==> config.mk <==
export PLATFORM = sky130hd
export DESIGN_NAME = motor_io_ctrl
export DESIGN_NICKNAME = d
export VERILOG_FILES = /design/src/rtl/motor_io_pkg.sv /design/src/rtl/input_filter.sv /design/src/rtl/motor_io_ctrl.sv /design/src/rtl/status_led.sv
export SDC_FILE = /design/constraint.sdc
export NUM_CORES = 1
export LEC_CHECK = 0
export BUFFER_PORTS_ARGS = -buffer_cell sky130_fd_sc_hd__buf_2
export CAP_MARGIN = 0
export CORE_MARGIN = 5
export CORE_UTILIZATION = 35
export DETAILED_ROUTE_END_ITERATION = 10
export GPL_TIMING_DRIVEN = 0
export SLEW_MARGIN = 20
export SYNTH_ARGS = -nofsm -noshare
export SYNTH_HDL_FRONTEND = slang
export SYNTH_SLANG_ARGS = --single-unit
export TNS_END_PERCENT = 10
==> constraint.sdc <==
create_clock -name clk -period 8.5 [get_ports clk]
set_input_delay 1.7 -clock clk [delete_from_list [all_inputs] [get_ports clk]]
set_output_delay 1.7 -clock clk [all_outputs]
set_load 0.02 [all_outputs]
==> src/rtl/motor_io_pkg.sv <==
// Package: register map, defaults and timing of the motor I/O control block
`default_nettype none
package motor_io_pkg;
  localparam int unsigned CLK_HZ = 100_000_000;
  localparam int unsigned CLK_NS = 10;
  // Timing
  localparam int unsigned DEBOUNCE_NS      = 20_000;
  localparam int unsigned DEBOUNCE_CYCLES  = (DEBOUNCE_NS + CLK_NS - 1) / CLK_NS;
  localparam int unsigned RAMP_TICK_NS     = 16_666_667;
  localparam int unsigned RAMP_TICK_CYCLES = (RAMP_TICK_NS + CLK_NS - 1) / CLK_NS;
  localparam int unsigned LED_TICK_NS      = 250_000_000;
  localparam int unsigned LED_TICK_CYCLES  = LED_TICK_NS / CLK_NS;
  // Register byte offsets
  localparam logic [7:0] CTRL_OFS     = 8'h00;
  localparam logic [7:0] IN_MAP_OFS   = 8'h04;
  localparam logic [7:0] OUT_MAP_OFS  = 8'h08;
  localparam logic [7:0] REACH_WIN_OFS = 8'h0C;
  localparam logic [7:0] OVL_LVL_OFS  = 8'h10;
  localparam logic [7:0] PULSE_DIV_OFS = 8'h14;
  localparam logic [7:0] ACCEL_OFS    = 8'h18;
  localparam logic [7:0] DECEL_OFS    = 8'h1C;
  localparam logic [7:0] RANGE_OFS    = 8'h20;
  localparam logic [7:0] STATUS_OFS   = 8'h24;
  localparam logic [7:0] SPEED_OFS    = 8'h28;
  localparam logic [7:0] PRESET_OFS   = 8'h40;
  // Field positions
  localparam int unsigned CTRL_FAULT_HIGH_BIT = 0;
  localparam int unsigned CTRL_IDLE_BIT       = 1;
  localparam int unsigned RANGE_MAX_LSB       = 16;
  localparam int unsigned STAT_ALARM_LSB      = 8;
  localparam int unsigned STAT_OUT_LSB        = 20;
  localparam int unsigned SPEED_ACT_LSB       = 16;
  // Reset values and limits
  localparam logic [1:0]  CTRL_RESET      = 2'h1;
  localparam logic [23:0] IN_MAP_RESET    = 24'hFA_C688;
  localparam logic [5:0]  OUT_MAP_RESET   = 6'h08;
  localparam logic [8:0]  REACH_WIN_RESET = 9'h0C8;
  localparam logic [8:0]  REACH_WIN_MAX   = 9'h190;
  localparam logic [7:0]  OVL_LVL_RESET   = 8'hC8;
  localparam logic [7:0]  PULSE_DIV_RESET = 8'h01;
  localparam logic [11:0] ACC_RESET       = 12'hBB8;
  localparam logic [11:0] ACC_MAX         = 12'hBB8;
  localparam logic [12:0] SPD_MIN_RESET   = 13'h0096;
  localparam logic [12:0] SPD_MAX_RESET   = 13'h1194;
  localparam logic [12:0] PRESET_RESET [1:7] = '{13'h01F4, 13'h03E8, 13'h07D0,
                                                 13'h0BB8, 13'h0DAC, 13'h0FA0, 13'h1194};
  // Input functions
  localparam int unsigned FN_DIR = 0;
  localparam int unsigned FN_STOP_MODE = 1;
  localparam int unsigned FN_EN = 2;
  localparam int unsigned FN_SRC = 3;
  localparam int unsigned FN_STOP = 4;
  localparam int unsigned FN_PRESET = 5;
  // Output functions
  typedef enum logic [2:0] {
    OF_FAULT = 3'h0, OF_SPEED = 3'h1, OF_MOVE = 3'h2, OF_REACHED = 3'h3,
    OF_OVERLOAD = 3'h4, OF_WARNING = 3'h5, OF_TORQUE = 3'h6, OF_IDLE = 3'h7
  } out_func_e;
  // Alarm vector bit positions
  localparam int unsigned AL_TEMP = 0;
  localparam int unsigned AL_INTV = 1;
  localparam int unsigned AL_VHIGH = 2;
  localparam int unsigned AL_VLOW = 3;
  localparam int unsigned AL_CURR = 4;
  localparam int unsigned AL_LOAD = 5;
  localparam int unsigned AL_PHASE = 6;
  localparam int unsigned AL_HALL = 7;
  localparam int unsigned AL_COUNT = 8;
  // LED blink sequencer
  typedef enum logic [4:0] {
    LED_IDLE = 5'b00001, LED_RED_ON = 5'b00010, LED_RED_OFF = 5'b00100,
    LED_GRN_ON = 5'b01000, LED_GRN_OFF = 5'b10000
  } led_state_e;
endpackage
`default_nettype wire

==> src/rtl/input_filter.sv <==
// Synchroniser and debounce filter for the eight opto-isolated input terminals
`default_nettype none
module input_filter
  import motor_io_pkg::*;
(
  input  wire logic       clk,
  input  wire logic       reset,
  input  wire logic [7:0] raw,
  output logic      [7:0] clean
);
  logic [7:0] sync1_reg;
  logic [7:0] sync2_reg;

  always_ff @(posedge clk) begin
    if (reset) begin
      sync1_reg <= 8'h00;
      sync2_reg <= 8'h00;
    end else begin
      sync1_reg <= raw;
      sync2_reg <= sync1_reg;
    end
  end

  for (genvar i = 0; i < 8; i++) begin : g_bit
    logic [11:0] cnt_reg;
    always_ff @(posedge clk) begin
      if (reset) begin
        cnt_reg  <= 12'h000;
        clean[i] <= 1'b0;
      end else if (sync2_reg[i] == clean[i]) begin
        cnt_reg <= 12'h000;
      end else if (cnt_reg == 12'(DEBOUNCE_CYCLES - 1)) begin
        cnt_reg  <= 12'h000;
        clean[i] <= sync2_reg[i];
      end else begin
        cnt_reg <= cnt_reg + 12'h001;
      end
    end
  end
endmodule // input_filter
`default_nettype wire

==> src/rtl/motor_io_ctrl.sv <==
// Motor drive control-input decoding, speed command ramp and status outputs
// Summary of operation
// - An input is ON while its photocoupler conducts, regardless of voltage.
// - Direction OFF turns clockwise, ON counterclockwise, taken only while the speed command is zero.
// - Stop request ON stops the motor by the selected stop method.
// - Stop mode OFF decelerates at the set rate; ON uses electric braking.
// - Braking stop shorts all three motor phases together.
// - A decelerating stop may regenerate and raise the supply-high alarm.
// - Motor is energized while enable is ON and no alarm is latched, de-energized otherwise.
// - Enable OFF overrides every other input as an emergency stop.
// - Disabling then re-enabling the drive clears its alarm state.
// - Speed source OFF picks the internal setting, ON the analog input.
// - Three preset bits pick one of eight speeds; code zero follows the speed source.
// - External analog speed applies only with presets OFF and source ON.
// - Fault output flags heat, current, voltage faults; active level set.
// - Speed pulses default six per pole pair per turn, count adjustable.
// - Motion output is asserted while the motor rotates.
// - Speed-reached asserts within a window, 0 to 400 rpm, default 200.
// - Overload output asserts above a programmable load level.
// - Warning follows communication error or back-EMF over range.
// - Torque-limit output is ON while torque sits at the limit.
// - LED: steady green disabled, flashing enabled, red/green error codes.
// - Internal speed spans 150 to 4500 rpm; ramps 0 to 3000 rps2.
// - Acceleration and deceleration apply to every speed source.
// - Each input function can be mapped onto any of eight terminals.
// - Each of two output terminals can carry any of eight functions.
`default_nettype none
module motor_io_ctrl
  import motor_io_pkg::*;
#(
  parameter int unsigned RAMP_CYCLES = RAMP_TICK_CYCLES,
  parameter int unsigned LED_CYCLES  = LED_TICK_CYCLES
) (
  input  wire logic        clk,
  input  wire logic        reset,
  input  wire logic [7:0]  in_terminal,
  input  wire logic [12:0] pot_speed_rpm,
  input  wire logic [12:0] analog_speed_rpm,
  input  wire logic [12:0] actual_speed_rpm,
  input  wire logic        hall_edge,
  input  wire logic [7:0]  load_level,
  input  wire logic        torque_at_limit,
  input  wire logic        over_temp,
  input  wire logic        bad_internal_voltage,
  input  wire logic        supply_high,
  input  wire logic        supply_low,
  input  wire logic        over_current,
  input  wire logic        open_phase,
  input  wire logic        bad_hall,
  input  wire logic        comm_error,
  input  wire logic        bemf_over_range,
  input  wire logic [7:0]  addr,
  input  wire logic [31:0] wdata,
  input  wire logic        wr,
  input  wire logic        rd,
  output logic      [31:0] rdata,
  output logic      [1:0]  out_terminal,
  output logic      [12:0] speed_cmd_rpm,
  output logic             dir_ccw,
  output logic             energize,
  output logic             phase_short,
  output logic             led_red,
  output logic             led_green
);
  // Clamp a speed into [lo, hi]
  function automatic logic [12:0] clamp13(input logic [12:0] v, input logic [12:0] lo,
                                          input logic [12:0] hi);
    clamp13 = (v < lo) ? lo : ((v > hi) ? hi : v);
  endfunction

  // Limit a written value to a ceiling
  function automatic logic [11:0] limit12(input logic [11:0] v, input logic [11:0] hi);
    limit12 = (v > hi) ? hi : v;
  endfunction

  logic [7:0]  term_clean;
  logic [7:0]  func;
  logic [1:0]  ctrl_reg;
  logic [23:0] in_map_reg;
  logic [5:0]  out_map_reg;
  logic [8:0]  reach_win_reg;
  logic [7:0]  ovl_lvl_reg;
  logic [7:0]  pulse_div_reg;
  logic [11:0] accel_reg;
  logic [11:0] decel_reg;
  logic [12:0] spd_min_reg;
  logic [12:0] spd_max_reg;
  logic [12:0] preset_reg [1:7];
  logic [AL_COUNT-1:0] alarm_reg;
  logic [AL_COUNT-1:0] alarm_in;
  logic        en_prev_reg;
  logic [31:0] ramp_cnt_reg;
  logic        ramp_tick;
  logic [12:0] target_rpm;
  logic [12:0] selected_rpm;
  logic [2:0]  preset_code;
  logic        run_ok;
  logic        brake_stop;
  logic [7:0]  pulse_cnt_reg;
  logic        speed_pulse_reg;
  logic        fault_any;
  logic [12:0] speed_diff;
  logic [7:0]  out_func;
  logic        err_valid;
  logic [2:0]  err_red;
  logic [1:0]  err_green;

  // Input conditioning
  input_filter u_filter (
    .clk   (clk),
    .reset (reset),
    .raw   (in_terminal),
    .clean (term_clean)
  );

  for (genvar f = 0; f < 8; f++) begin : g_in_map
    assign func[f] = term_clean[in_map_reg[3*f +: 3]];
  end

  assign preset_code = func[FN_PRESET +: 3];

  // Register writes
  always_ff @(posedge clk) begin
    if (reset) begin
      ctrl_reg      <= CTRL_RESET;
      in_map_reg    <= IN_MAP_RESET;
      out_map_reg   <= OUT_MAP_RESET;
      reach_win_reg <= REACH_WIN_RESET;
      ovl_lvl_reg   <= OVL_LVL_RESET;
      pulse_div_reg <= PULSE_DIV_RESET;
      accel_reg     <= ACC_RESET;
      decel_reg     <= ACC_RESET;
      spd_min_reg   <= SPD_MIN_RESET;
      spd_max_reg   <= SPD_MAX_RESET;
    end else if (wr) begin
      if (addr == CTRL_OFS) begin
        ctrl_reg <= wdata[1:0];
      end else if (addr == IN_MAP_OFS) begin
        in_map_reg <= wdata[23:0];
      end else if (addr == OUT_MAP_OFS) begin
        out_map_reg <= wdata[5:0];
      end else if (addr == REACH_WIN_OFS) begin
        reach_win_reg <= (wdata[8:0] > REACH_WIN_MAX) ? REACH_WIN_MAX : wdata[8:0];
      end else if (addr == OVL_LVL_OFS) begin
        ovl_lvl_reg <= wdata[7:0];
      end else if (addr == PULSE_DIV_OFS) begin
        pulse_div_reg <= (wdata[7:0] == 8'h00) ? 8'h01 : wdata[7:0];
      end else if (addr == ACCEL_OFS) begin
        accel_reg <= limit12(wdata[11:0], ACC_MAX);
      end else if (addr == DECEL_OFS) begin
        decel_reg <= limit12(wdata[11:0], ACC_MAX);
      end else if (addr == RANGE_OFS) begin
        spd_min_reg <= wdata[12:0];
        spd_max_reg <= wdata[RANGE_MAX_LSB +: 13];
      end
    end
  end

  for (genvar p = 1; p < 8; p++) begin : g_preset
    always_ff @(posedge clk) begin
      if (reset) begin
        preset_reg[p] <= PRESET_RESET[p];
      end else if (wr && addr == PRESET_OFS + 8'(4 * p)) begin
        preset_reg[p] <= wdata[12:0];
      end
    end
  end

  // Register reads, data one cycle after the strobe
  always_ff @(posedge clk) begin
    if (reset || !rd) begin
      rdata <= 32'h0000_0000;
    end else if (addr == CTRL_OFS) begin
      rdata <= {30'h0000_0000, ctrl_reg};
    end else if (addr == IN_MAP_OFS) begin
      rdata <= {8'h00, in_map_reg};
    end else if (addr == OUT_MAP_OFS) begin
      rdata <= {26'h000_0000, out_map_reg};
    end else if (addr == REACH_WIN_OFS) begin
      rdata <= {23'h00_0000, reach_win_reg};
    end else if (addr == OVL_LVL_OFS) begin
      rdata <= {24'h00_0000, ovl_lvl_reg};
    end else if (addr == PULSE_DIV_OFS) begin
      rdata <= {24'h00_0000, pulse_div_reg};
    end else if (addr == ACCEL_OFS) begin
      rdata <= {20'h0_0000, accel_reg};
    end else if (addr == DECEL_OFS) begin
      rdata <= {20'h0_0000, decel_reg};
    end else if (addr == RANGE_OFS) begin
      rdata <= {3'h0, spd_max_reg, 3'h0, spd_min_reg};
    end else if (addr == STATUS_OFS) begin
      rdata <= {10'h000, out_terminal, 4'h0, alarm_reg, func};
    end else if (addr == SPEED_OFS) begin
      rdata <= {3'h0, actual_speed_rpm, 3'h0, speed_cmd_rpm};
    end else if (addr[7:5] == PRESET_OFS[7:5] && addr[1:0] == 2'h0 && addr[4:2] != 3'h0) begin
      rdata <= {19'h0_0000, preset_reg[addr[4:2]]};
    end else begin
      rdata <= 32'h0000_0000;
    end
  end

  // Alarms latch; cleared by an enable OFF-to-ON sequence
  assign alarm_in[AL_TEMP]  = over_temp;
  assign alarm_in[AL_INTV]  = bad_internal_voltage;
  assign alarm_in[AL_VHIGH] = supply_high;
  assign alarm_in[AL_VLOW]  = supply_low;
  assign alarm_in[AL_CURR]  = over_current;
  assign alarm_in[AL_LOAD]  = (load_level > ovl_lvl_reg);
  assign alarm_in[AL_PHASE] = open_phase;
  assign alarm_in[AL_HALL]  = bad_hall;

  always_ff @(posedge clk) begin
    if (reset) begin
      en_prev_reg <= 1'b0;
    end else begin
      en_prev_reg <= func[FN_EN];
    end
  end

  always_ff @(posedge clk) begin
    if (reset) begin
      alarm_reg <= '0;
    end else if (func[FN_EN] && !en_prev_reg) begin
      alarm_reg <= alarm_in;
    end else begin
      alarm_reg <= alarm_reg | alarm_in;
    end
  end

  // Speed selection
  always_comb begin
    if (preset_code != 3'h0) begin
      selected_rpm = preset_reg[preset_code];
    end else if (func[FN_SRC]) begin
      selected_rpm = clamp13(analog_speed_rpm, 13'h0000, spd_max_reg);
    end else begin
      selected_rpm = clamp13(pot_speed_rpm, spd_min_reg, spd_max_reg);
    end
  end

  assign run_ok     = func[FN_EN] && (alarm_reg == '0);
  assign brake_stop = func[FN_STOP] && func[FN_STOP_MODE];
  assign target_rpm = (run_ok && !func[FN_STOP]) ? selected_rpm : 13'h0000;

  // Ramp timebase: one tick per 1/60 s, so rps2 equals rpm per tick
  assign ramp_tick = (ramp_cnt_reg == RAMP_CYCLES - 1);

  always_ff @(posedge clk) begin
    if (reset || ramp_tick) begin
      ramp_cnt_reg <= 32'h0000_0000;
    end else begin
      ramp_cnt_reg <= ramp_cnt_reg + 32'h0000_0001;
    end
  end

  always_ff @(posedge clk) begin
    if (reset) begin
      speed_cmd_rpm <= 13'h0000;
    end else if (!func[FN_EN] || (brake_stop && run_ok)) begin
      speed_cmd_rpm <= 13'h0000;
    end else if (ramp_tick) begin
      if (speed_cmd_rpm < target_rpm) begin
        speed_cmd_rpm <= (target_rpm - speed_cmd_rpm > {1'b0, accel_reg})
                         ? speed_cmd_rpm + {1'b0, accel_reg} : target_rpm;
      end else if (speed_cmd_rpm > target_rpm) begin
        speed_cmd_rpm <= (speed_cmd_rpm - target_rpm > {1'b0, decel_reg})
                         ? speed_cmd_rpm - {1'b0, decel_reg} : target_rpm;
      end
    end
  end

  // Power stage controls
  always_ff @(posedge clk) begin
    if (reset) begin
      energize    <= 1'b0;
      phase_short <= 1'b0;
      dir_ccw     <= 1'b0;
    end else begin
      energize    <= run_ok;
      phase_short <= run_ok && brake_stop;
      if (speed_cmd_rpm == 13'h0000) begin
        dir_ccw <= func[FN_DIR];
      end
    end
  end

  // Speed pulse divider on hall transitions
  always_ff @(posedge clk) begin
    if (reset) begin
      pulse_cnt_reg   <= 8'h00;
      speed_pulse_reg <= 1'b0;
    end else begin
      speed_pulse_reg <= 1'b0;
      if (hall_edge) begin
        if (pulse_cnt_reg >= pulse_div_reg - 8'h01) begin
          pulse_cnt_reg   <= 8'h00;
          speed_pulse_reg <= 1'b1;
        end else begin
          pulse_cnt_reg <= pulse_cnt_reg + 8'h01;
        end
      end
    end
  end

  // Output function selection
  assign fault_any = alarm_reg[AL_TEMP] | alarm_reg[AL_INTV] | alarm_reg[AL_VHIGH]
                   | alarm_reg[AL_VLOW] | alarm_reg[AL_CURR];
  assign speed_diff = (actual_speed_rpm > target_rpm) ? actual_speed_rpm - target_rpm
                                                     : target_rpm - actual_speed_rpm;

  assign out_func[OF_FAULT]    = fault_any ~^ ctrl_reg[CTRL_FAULT_HIGH_BIT];
  assign out_func[OF_SPEED]    = speed_pulse_reg;
  assign out_func[OF_MOVE]     = (actual_speed_rpm != 13'h0000);
  assign out_func[OF_REACHED]  = (speed_diff <= {4'h0, reach_win_reg});
  assign out_func[OF_OVERLOAD] = alarm_reg[AL_LOAD];
  assign out_func[OF_WARNING]  = comm_error | bemf_over_range;
  assign out_func[OF_TORQUE]   = torque_at_limit;
  assign out_func[OF_IDLE]     = ctrl_reg[CTRL_IDLE_BIT];

  for (genvar t = 0; t < 2; t++) begin : g_out_map
    always_ff @(posedge clk) begin
      if (reset) begin
        out_terminal[t] <= 1'b0;
      end else begin
        out_terminal[t] <= out_func[out_map_reg[3*t +: 3]];
      end
    end
  end

  // Blink code of the highest-priority alarm, else of a communication error
  always_comb begin
    err_valid = 1'b1;
    err_red   = 3'h0;
    err_green = 2'h0;
    if (alarm_reg[AL_TEMP]) begin
      err_red = 3'h3; err_green = 2'h1;
    end else if (alarm_reg[AL_INTV]) begin
      err_red = 3'h3; err_green = 2'h2;
    end else if (alarm_reg[AL_VHIGH]) begin
      err_red = 3'h4; err_green = 2'h1;
    end else if (alarm_reg[AL_VLOW]) begin
      err_red = 3'h4; err_green = 2'h2;
    end else if (alarm_reg[AL_CURR]) begin
      err_red = 3'h5; err_green = 2'h1;
    end else if (alarm_reg[AL_LOAD]) begin
      err_red = 3'h5; err_green = 2'h2;
    end else if (alarm_reg[AL_PHASE]) begin
      err_red = 3'h6; err_green = 2'h1;
    end else if (alarm_reg[AL_HALL]) begin
      err_red = 3'h6; err_green = 2'h2;
    end else if (comm_error) begin
      err_red = 3'h7; err_green = 2'h1;
    end else begin
      err_valid = 1'b0;
    end
  end

  status_led #(
    .TICK_CYCLES (LED_CYCLES)
  ) u_led (
    .clk         (clk),
    .reset       (reset),
    .enabled     (run_ok),
    .err_valid   (err_valid),
    .red_count   (err_red),
    .green_count (err_green),
    .led_red     (led_red),
    .led_green   (led_green)
  );
endmodule // motor_io_ctrl
`default_nettype wire

==> src/rtl/status_led.sv <==
// Status LED sequencer: steady or flashing green, or red/green blink codes
`default_nettype none
module status_led
  import motor_io_pkg::*;
#(
  parameter int unsigned TICK_CYCLES = LED_TICK_CYCLES
) (
  input  wire logic       clk,
  input  wire logic       reset,
  input  wire logic       enabled,
  input  wire logic       err_valid,
  input  wire logic [2:0] red_count,
  input  wire logic [1:0] green_count,
  output logic            led_red,
  output logic            led_green
);
  logic [31:0] div_reg;
  logic        tick;
  led_state_e  state_reg;
  logic [2:0]  left_reg;
  logic [1:0]  grn_reg;

  assign tick = (div_reg == TICK_CYCLES - 1);

  always_ff @(posedge clk) begin
    if (reset || tick) begin
      div_reg <= 32'h0000_0000;
    end else begin
      div_reg <= div_reg + 32'h0000_0001;
    end
  end

  always_ff @(posedge clk) begin
    if (reset) begin
      state_reg <= LED_IDLE;
      left_reg  <= 3'h0;
      grn_reg   <= 2'h0;
      led_red   <= 1'b0;
      led_green <= 1'b1;
    end else if (tick) begin
      case (state_reg)
        LED_IDLE: begin
          led_red <= 1'b0;
          if (err_valid) begin
            state_reg <= LED_RED_ON;
            left_reg  <= red_count;
            grn_reg   <= green_count;
            led_green <= 1'b0;
          end else begin
            led_green <= enabled ? ~led_green : 1'b1;
          end
        end
        LED_RED_ON: begin
          led_red   <= 1'b1;
          left_reg  <= left_reg - 3'h1;
          state_reg <= LED_RED_OFF;
        end
        LED_RED_OFF: begin
          led_red <= 1'b0;
          if (left_reg == 3'h0) begin
            left_reg  <= {1'b0, grn_reg};
            state_reg <= LED_GRN_ON;
          end else begin
            state_reg <= LED_RED_ON;
          end
        end
        LED_GRN_ON: begin
          led_green <= 1'b1;
          left_reg  <= left_reg - 3'h1;
          state_reg <= LED_GRN_OFF;
        end
        LED_GRN_OFF: begin
          led_green <= 1'b0;
          state_reg <= (left_reg == 3'h0) ? LED_IDLE : LED_GRN_ON;
        end
        default: state_reg <= LED_IDLE;
      endcase
    end
  end
endmodule // status_led
`default_nettype wire

[Word-level counts from Yosys, hierarchy flattened]
Memory sizes are Yosys's and may differ from the RTL's.
Cells that the tools add are included.
Storage, ports and cells
  logic and storage cells: 359
  flip-flop bits (word level): 371
  output and inout port bits: 52
  memories: 1
  memory bits (writable): 91
Memory list
  preset_reg: depth 7, width 13, read ports 2, clocked after Yosys merged registers in 0, write ports 7, line motor_io_ctrl.sv:88  | logic [12:0] preset_reg [1:7];
Operators by class
  mux-type cells: 118
  bitwise logic cells: 32
  add/sub/neg operators: 19
  reduce and logical (&&, ||, !) cells: 73
  magnitude comparators: 24
  eq/ne operators: 43
Operators with widths (number)
  13-bit 2-to-1 mux: 20
  24-bit 2-to-1 mux: 7
  12-bit by 1-bit adder with 12-bit output (second input constant): 8
  12-bit by 11-bit equality test with 1-bit output (second input constant): 8
  29-bit 2-to-1 mux: 3
  32-bit by 1-bit adder with 32-bit output (second input constant): 2
  8-bit by 7-bit equality test with 1-bit output (second input constant): 7
  13-bit > comparator: 4
  13-bit subtractor: 4
  1-bit 2-to-1 mux: 46
  3-bit by 4-bit < comparator with 1-bit output (second input constant): 10
  3-bit 2-to-1 mux: 11
  32-bit by 21-bit equality test with 1-bit output (second input constant): 1
  32-bit by 25-bit equality test with 1-bit output (second input constant): 1
  8-bit by 5-bit equality test with 1-bit output (second input constant): 4
  1-bit binary-select mux with 3-bit select: 10
  13-bit by 12-bit > comparator with 1-bit output: 2
  13-bit < comparator: 2
  2-bit AND reduction: 13
  5-bit one-hot mux with 5 select lines: 1
  8-bit by 6-bit equality test with 1-bit output (second input constant): 3
  8-bit zero test: 3
  8-bit 2-to-1 mux: 3
  3-bit OR reduction: 8
  54 further kinds: 128

[Depth between registers and ports, before layout]
Gate-level depths: netlist of the first run.
  word-level depth: 15
  depth in mapped cells: 33

[By module]
Synthesis of the first run repeated with hierarchy kept, for this count alone.
Second synthesis, totals
  cells, all modules: 3192
  area total of the unflattened synthesis: 27543.9 um^2
By module, submodules not included
  motor_io_ctrl: cells each 2396, times used 1, sequential area each 6816.5 um^2, area each 20504.7 um^2
  input_filter: cells each 528, times used 1, sequential area each 2402.3 um^2, area each 4799.6 um^2
  status_led: cells each 268, times used 1, sequential area each 880.8 um^2, area each 2239.6 um^2

[Least setup slack after synthesis of the first run]
Ideal clock, no wire load.
  path kind: input to register
  start: input analog_speed_rpm[7]
  end: register speed_cmd_rpm[12]
  buffers on the path: 1
  setup time: 87 ps
  stages: 29
  arrival: 7562 ps
  slack: 850 ps
  path through: ha_1 > a21o_1 > a211o_1 > o311ai_0 > a21oi_1 > nand2_1 > clkbuf_1 > o211ai_1 > a41oi_1 > inv_1 > ha_1 > nor2b_1 > o21ai_0 > a21boi_0 > o21ai_0 > a21boi_0 > o21ai_0 > a21oi_1 > o41ai_1 > xnor2_1 > ha_1 > nand4_1 > or3_1 > o221ai_1 > nand4_1 > o21ai_2 > o21ai_0 > o221a_2 > nor4b_2
Between the ends
  longest elaborated chain between the ends: 11
  elaborated cells between the ends (all ways): 19
Ends and longest elaborated chain
  from (decl): line motor_io_ctrl.sv:38  | input wire logic [12:0] analog_speed_rpm,
  13-bit > comparator: line motor_io_ctrl.sv:68  | clamp13 = (v < lo) ? lo : ((v > hi) ? hi : v);
  13-bit 2-to-1 mux: line motor_io_ctrl.sv:68
  13-bit 2-to-1 mux (*): line motor_io_ctrl.sv:68
  13-bit 2-to-1 mux (*): line motor_io_ctrl.sv:234  | end else if (func[FN_SRC]) begin
  13-bit 2-to-1 mux (*): line motor_io_ctrl.sv:232  | if (preset_code != 3'h0) begin
  13-bit 2-to-1 mux (*): line motor_io_ctrl.sv:243  | assign target_rpm = (run_ok && !func[FN_STOP]) ? selected_rpm : 13'h0000;
  13-bit subtractor: line motor_io_ctrl.sv:266  | speed_cmd_rpm <= (speed_cmd_rpm - target_rpm > {1'b0, decel_reg})
  13-bit by 12-bit > comparator with 1-bit output: line motor_io_ctrl.sv:266
  13-bit 2-to-1 mux: line motor_io_ctrl.sv:267  | ? speed_cmd_rpm - {1'b0, decel_reg} : target_rpm;
  13-bit 2-to-1 mux: line motor_io_ctrl.sv:265  | end else if (speed_cmd_rpm > target_rpm) begin
  13-bit 2-to-1 mux: line motor_io_ctrl.sv:262  | if (speed_cmd_rpm < target_rpm) begin
  to (signal assigned): line motor_io_ctrl.sv:263  | speed_cmd_rpm <= (target_rpm - speed_cmd_rpm > {1'b0, accel_reg})
  to (signal assigned): line motor_io_ctrl.sv:266
  to (decl): line motor_io_ctrl.sv:58  | output logic [12:0] speed_cmd_rpm,
Every way passes the cells marked *; elsewhere a longest branch is shown, timed or not. The select of a mux whose other input is x is not followed.
A chain may end at the register's enable or synchronous reset.

[Worst setup path after layout of the first run]
  start: input analog_speed_rpm[7]
  end: register speed_cmd_rpm[9]
Same word-level chain as after synthesis.

==> results of run 1 <==
## cells in the final DEF, fill, tap and decap left out, drive strengths merged, types with 70 or more instances in the layout
master,count
o21ai,116
nor2,386
ha,176
a21oi,192
nand3,117
xor2,117
nand2,313
buf,199
clkbuf,197
xnor2,88
mux2i,70
dfxtp,368
inv,155
edfxtp,91
## power groups by stage
stage,clock (mW),combinational [mW],sequential [mW]
detailed placement,0,0.378,2.33
floorplan,0,0.223,2.32
global route,2.68,0.424,2.29
global placement,0,0.375,2.33
CTS,2.58,0.382,2.28
finish,2.55,0.396,2.28
## cell families after synthesis
group,count (synthesis)
adders and majority gates,182
muxes,108
buffers and inverters,317
xor gates and xnor gates,205
DFF,459
AOI/OAI and AO/OA,688
and+or+nand+nor,1259
other,1
## per-stage QoR
stage,hold slack (ns),cells,util
6_report,0.435,4531,0.406
5_1_grt,0.468,4528,0.406
4_1_cts,0.437,4524,0.404
3_5_place_dp,0.423,4424,0.378
3_3_place_gp,0.422,4422,0.378
2_1_floorplan,0.413,3221,-
## final timing paths
path / to / slack [ns] / cells past startpoint
min reg2reg: u_filter.sync2_reg[1] / 0.43 / 1
min: u_filter.sync2_reg[1] / 0.43 / 1
max: speed_cmd_rpm[9] / 0.31 / 31
max reg2reg: speed_cmd_rpm[9] / 0.34 / 30
## metal layers
layer | track usage | vias to the layer above | share of wire
met1 | 0.328 | 12000 | 0.44
li1 | - | 11900 | -
met2 | 0.323 | 1295 | 0.40
met4 | 0.0788 | 4 | 0.041
met5 | 0 | - | 0.00025
met3 | 0.0755 | 220 | 0.12
## what timing repair did
item                                    CTS  global route
resized for setup                         8            22
pin swaps                                 0             3
endpoints found under the setup margin    7            15
cloned                                    0             0
buffers inserted                          0             4
## layout make-up
cell class,count,area share
Clock buffer,75,0.0487
Tap cell,1050,0.0411
Sequential cell,459,0.316
Timing Repair Buffer,157,0.0253
Multi-Input combinational cell,2445,0.516
Clock inverter,25,0.0128
Antenna cell,3,0.000235
Inverter,153,0.0180
Buffer,164,0.0224
==> results.yml, run 1 <==
timing:
  final_critical_path_setup_slack_ns: 0.306
  layout_worst_path_cycle_share: 0.964
  report.final.hold_viol_count: 0
  timing_worst_slew_pin_value_ns: 1.15
  finClkSkew_ns: 0.0555
  totalNegativeSetupSlack_ns: 0
  max_clock_freq_mhz: 122
  maxSlewHeadroom: 0.227
  finalWorstPathRequiredPeriod_ns: 8.19
  slew_violations: 0
  finalSetupViolations: 0
clock_network:
  cts_hold_buffers: 0
  clock_tree_from_tritoncts: "built"
  cts_max_path_buffers: 3
  cts_inserted_buffers: 54
  worst_skew_pair.late_latency_ns: 0.65
  numClockSinks: 459
  clk_root_buffer_cell: "clkbuf_16"
  clk_transition_reported_paths_ns: 0.07
  number_of_h_tree_levels: 2
logic_synthesis:
  ys.flop_type: "dfxtp_1"
  post_synth_mux_area_share: 0.0536
  post_synthesis_average_cell_area_um2: 8.59
  fraction_of_synthesized_cell_area_in_xor_and_xnor_cells: 0.0649
  yosys_warnings: 0
  synth.most_common_cell: "nor2_1"
  post_synth_and_or_nand_nor_area_fraction: 0.219
  post_synth_most_frequent_cells: "nor2_1 (385), dfxtp_1 (368), nand2_1 (312)"
  synth.yosys.seq_area_share: 0.365
  largest_family_of_logic_cells_by_synthesized_area: "simple AND/OR/NAND/NOR gates"
  synthesis.instances: 3219
  yosys.area_share.adder: 0.0839
  postSynthRegisterBits: 459
  synth-async-reset-ratio: 0
  synthesis.area_mm2: 0.0277
  compound_gate_portion_of_the_synthesized_area: 0.167
  synth_cell_types: 92
  synth_edf_count: 91
  synth_top_cell_area_share: 0.266
  synth_area_leaders: "dfxtp_1 (27%), edfxtp_1 (9.9%), ha_1 (8.0%)"
  synthDominantAreaCellType: "dfxtp_1"
worst_setup_path:
  setup.worst_path.start: "analog_speed_rpm[7]"
  critical_path_buf_inv_count: 4
  worst_endpoint_required_time_ns: 9.00
  cpMostUsedCell: "o21ai_0"
  startpoint_type: "input pin"
  critPathCaptureType: "flop"
  criticalPathCategory: "in2reg"
  rr_startpoint: "u_filter.clean[4]"
  crit_fanout: 10
  timing.critical_path.max_delay_family: "compound AO/OA/AOI/OAI gates"
  cp.arrival_ns: 8.69
  timing.critical_path.slowest_stage_cell: "o311ai_0"
  cpPeakStageDelay_ns: 0.44
grt:
  global_route.overflow_total: 0
  first_pass_grt_wire_length_mm: 150
  grt_max_degree: 18
  first_global_vias: 23600
  antenna_violations_before_repair: 13
  global_route.usage.total: 0.229
power_and_ir_drop:
  net-switching-power_mw: 1.31
  combPwrFrac: 0.076
  power.density_cell_area_mw_per_mm2: 163
  power.ir.vdd_worst_mv: 0.145
  internal-power_mw: 3.92
  design_power_total_mw: 5.23
  standby_leakage_power_nw: 12.5
  pwr-share-seq: 0.437
  power.clock.fraction: 0.487
  p_sw_frac: 0.250
detailed_routing:
  routed_length_per_instance_um: 22.6
  drc: 0
  route.vias.total: 25400
  detail_route.iter0.violations: 2622
  wirelength_mm: 102
  avgViaCountPerCell: 5.61
  postRouteAntennaNets: 0
  drt_pass1_iterations: 7
final_layout:
  post_route_cells_drive_above_1_share: 0.112
  final_area_mm2: 0.0320
  syn_to_final_growth_pct: 15.6
  filler_cell_count: 7982
  multiInputGateArea_mm2: 0.0165
  largest_register_ffs: 96
  seq_area_mm2: 0.0101
  num-nets-final: 3726
min_path:
  hold_start: "u_filter.sync1_reg[1]"
  min_path_type: "reg2reg"
placement:
  gp_routability_congestion: 1.01
  hpwl_mm: 79.2
  place.port_buffers: 151
  pre_cts_slack_ns: -0.885
  placedInstanceArea_mm2: 0.0298
status:
  run_status: "complete, no violations"
die:
  design.die.area_mm2: 0.0848
  fp.dieH_um: 291
  total_core_area_mm2: 0.0787
  die_w_um: 291
  num_rows: 103
  initial_util: 0.351
  io-pin-count: 162
job:
  max_cap_violations: 0
Note: power is estimated with default switching activity, not from simulation.
==> run 2, diff against run 1 <==
==> constraint.sdc (replaced) <==
create_clock -name clk -period 8.5 [get_ports clk]
set_input_delay 0.425 -clock clk [delete_from_list [all_inputs] [get_ports clk]]
set_output_delay 0.425 -clock clk [all_outputs]
set_load 0.02 [all_outputs]
==> run 2 against run 1 <==
Compared with the run above:
- clock power hardly changed
- global-route usage barely moved
- via count barely moved
- die area stayed put
- cell area fell by 0.26%
- total power barely moved
- worst setup slack improved by 0.081 ns
- final cell count is essentially flat
- highest routed layer unchanged
==> results.yml, run 2 (synthesis gave the netlist of run 1 again) <==
status:
  run_status: "complete, no violations"
worst_setup_path:
  worst_endpoint_required_time_ns: 9.01
  cpPeakStageDelay_ns: 0.61
  timing.critical_path.slowest_stage_cell: "a41oi_1"
  critPathCaptureType: "flop"
  cp.arrival_ns: 8.62
  crit_fanout: 10
  startpoint_type: "flop"
  cpMostUsedCell: "a21oi_1"
  criticalPathCategory: "reg2reg"
grt:
  grt_most_used_layer: "met1"
  grt_util_met1: 0.329
  first_pass_grt_wire_length_mm: 149
  antenna_violations_before_repair: 12
  first_global_vias: 23500
  use_met2: 0.324
  global_route.usage.total: 0.229
  global_route.overflow_total: 0
  grt_max_degree: 18
  global_route_track_usage_on_met3: 0.0739
final_layout:
  largest_register_ffs: 96
  syn_to_final_growth_pct: 15.3
  filler_cell_count: 7992
  finish.cell_count_without_fillers: 4528
  final_common_cell: "nor2_1"
  final_area_mm2: 0.0319
  post_route_cells_drive_above_1_share: 0.109
  mostFrequentLayoutCells: "nor2_1 (385), dfxtp_1 (368), nand2_1 (312), a21oi_1 (189), ha_1 (176)"
  num-nets-final: 3723
clock_network:
  cts_max_path_buffers: 3
  clk_root_buffer_cell: "clkbuf_16"
  cts_inserted_buffers: 54
  clk_transition_reported_paths_ns: 0.07
  numClockSinks: 459
  clock_tree_from_tritoncts: "built"
  number_of_h_tree_levels: 2
  worst_skew_pair.late_latency_ns: 0.65
timing:
  finalWorstPathRequiredPeriod_ns: 8.11
  finalSetupViolations: 0
  slew_violations: 0
  finClkSkew_ns: 0.0512
  maxSlewHeadroom: 0.244
  whs_ns: 0.0196
  final_critical_path_setup_slack_ns: 0.387
  report.final.hold_viol_count: 0
  layout_worst_path_cycle_share: 0.954
  timing_worst_slew_pin_value_ns: 1.12
  setup_repair_after_global_routing_missed_its_margin: "no"
  max_clock_freq_mhz: 123
  totalNegativeSetupSlack_ns: 0
detailed_routing:
  drc: 0
  drt_pass1_iterations: 6
  detail_route.iter0.violations: 2635
  route.vias.total: 25400
  postRouteAntennaNets: 0
  wirelength_mm: 102
  avgViaCountPerCell: 5.61
  routed_length_per_instance_um: 22.5
placement:
  dpl_cells: 4424
  gp_routability_congestion: 1.01
  place.port_buffers: 151
  hpwl_mm: 79.2
  placedInstanceArea_mm2: 0.0298
  pre_cts_slack_ns: 0.0710
power_and_ir_drop:
  standby_leakage_power_nw: 12.5
  power.density_cell_area_mw_per_mm2: 164
  power.ir.vdd_worst_mv: 0.145
die:
  io-pin-count: 162
  initial_util: 0.351
  design.die.area_mm2: 0.0848
  die_w_um: 291
  total_core_area_mm2: 0.0787
  num_rows: 103
  fp.dieH_um: 291
min_path:
  min_path_type: "in2reg"
job:
  max_cap_violations: 0
run 2: changes by cell type in the layout (fill, tap and decap cells not counted), sizes merged:
cell         before  now
buf             199  198
clkbuf          197  190
dlygate4sd3       0    5
run 2: final cells by class:
class                   instances  area, um2  area share
repair buffers                161        851      0.0267
clock inverters                25        410      0.0129
multi-input cells            2445      16400       0.514
diodes                          3       7.51    0.000235
well taps                    1050       1310      0.0412
plain buffers                 157        684      0.0215
inverters                     153        574      0.0180
clock buffers                  75       1560      0.0488
flip-flops and latches        459      10100       0.317
run 2: path summary, 6_finish.rpt:
| check | from | endpoint | slack [ns] | depth (start not counted) |
|---|---|---|---|---|
| min reg2reg | u_filter.sync1_reg[1] | u_filter.sync2_reg[1] | 0.43 | 1 |
| max | u_filter.clean[7] | out_terminal[0] | 0.39 | 31 |
| min | supply_low | alarm_reg[3] | 0.02 | 3 |
| max reg2reg | u_filter.clean[7] | out_terminal[0] | 0.39 | 31 |
run 2: worst max-delay path, delay by kind of cell, from the launching register on:
family          cells  cell delay, ns
flops               1            0.29
mux                 4            1.29
compound gates     14            3.14
buf+inv             6            1.44
fa+ha+maj           2            0.61
simple gates        4            0.98
xor+xnor            1            0.19
run 2: per-stage QoR:
stage	total power, mW	utilization
after floorplan	2.54	-
after global placement	2.70	0.378
after detailed placement	2.71	0.378
after CTS	5.24	0.404
after global routing	5.39	0.405
final	5.23	0.405
run 2: report_power, final:
group | internal, mW | leakage, nW | switching (mW)
logic | 0.132 | 7.64 | 0.262
clock network | 1.54 | 0.967 | 1.01
registers | 2.25 | 3.86 | 0.0298
total | 3.92 | 12.5 | 1.30
run 2: timing repair:
item | CTS | global route
gates resized for setup | 0 | 8
hold endpoints to repair | 5 | 0
hold buffers | 5 | 0
buffers inserted | 0 | 3
setup endpoints to repair | 0 | 15
run 2: layer usage:
layer | wire, um | part of all wire
met3 | 12100 | 0.12
met4 | 4100 | 0.040
met2 | 40900 | 0.40
met5 | 28 | 0.00027
met1 | 44900 | 0.44
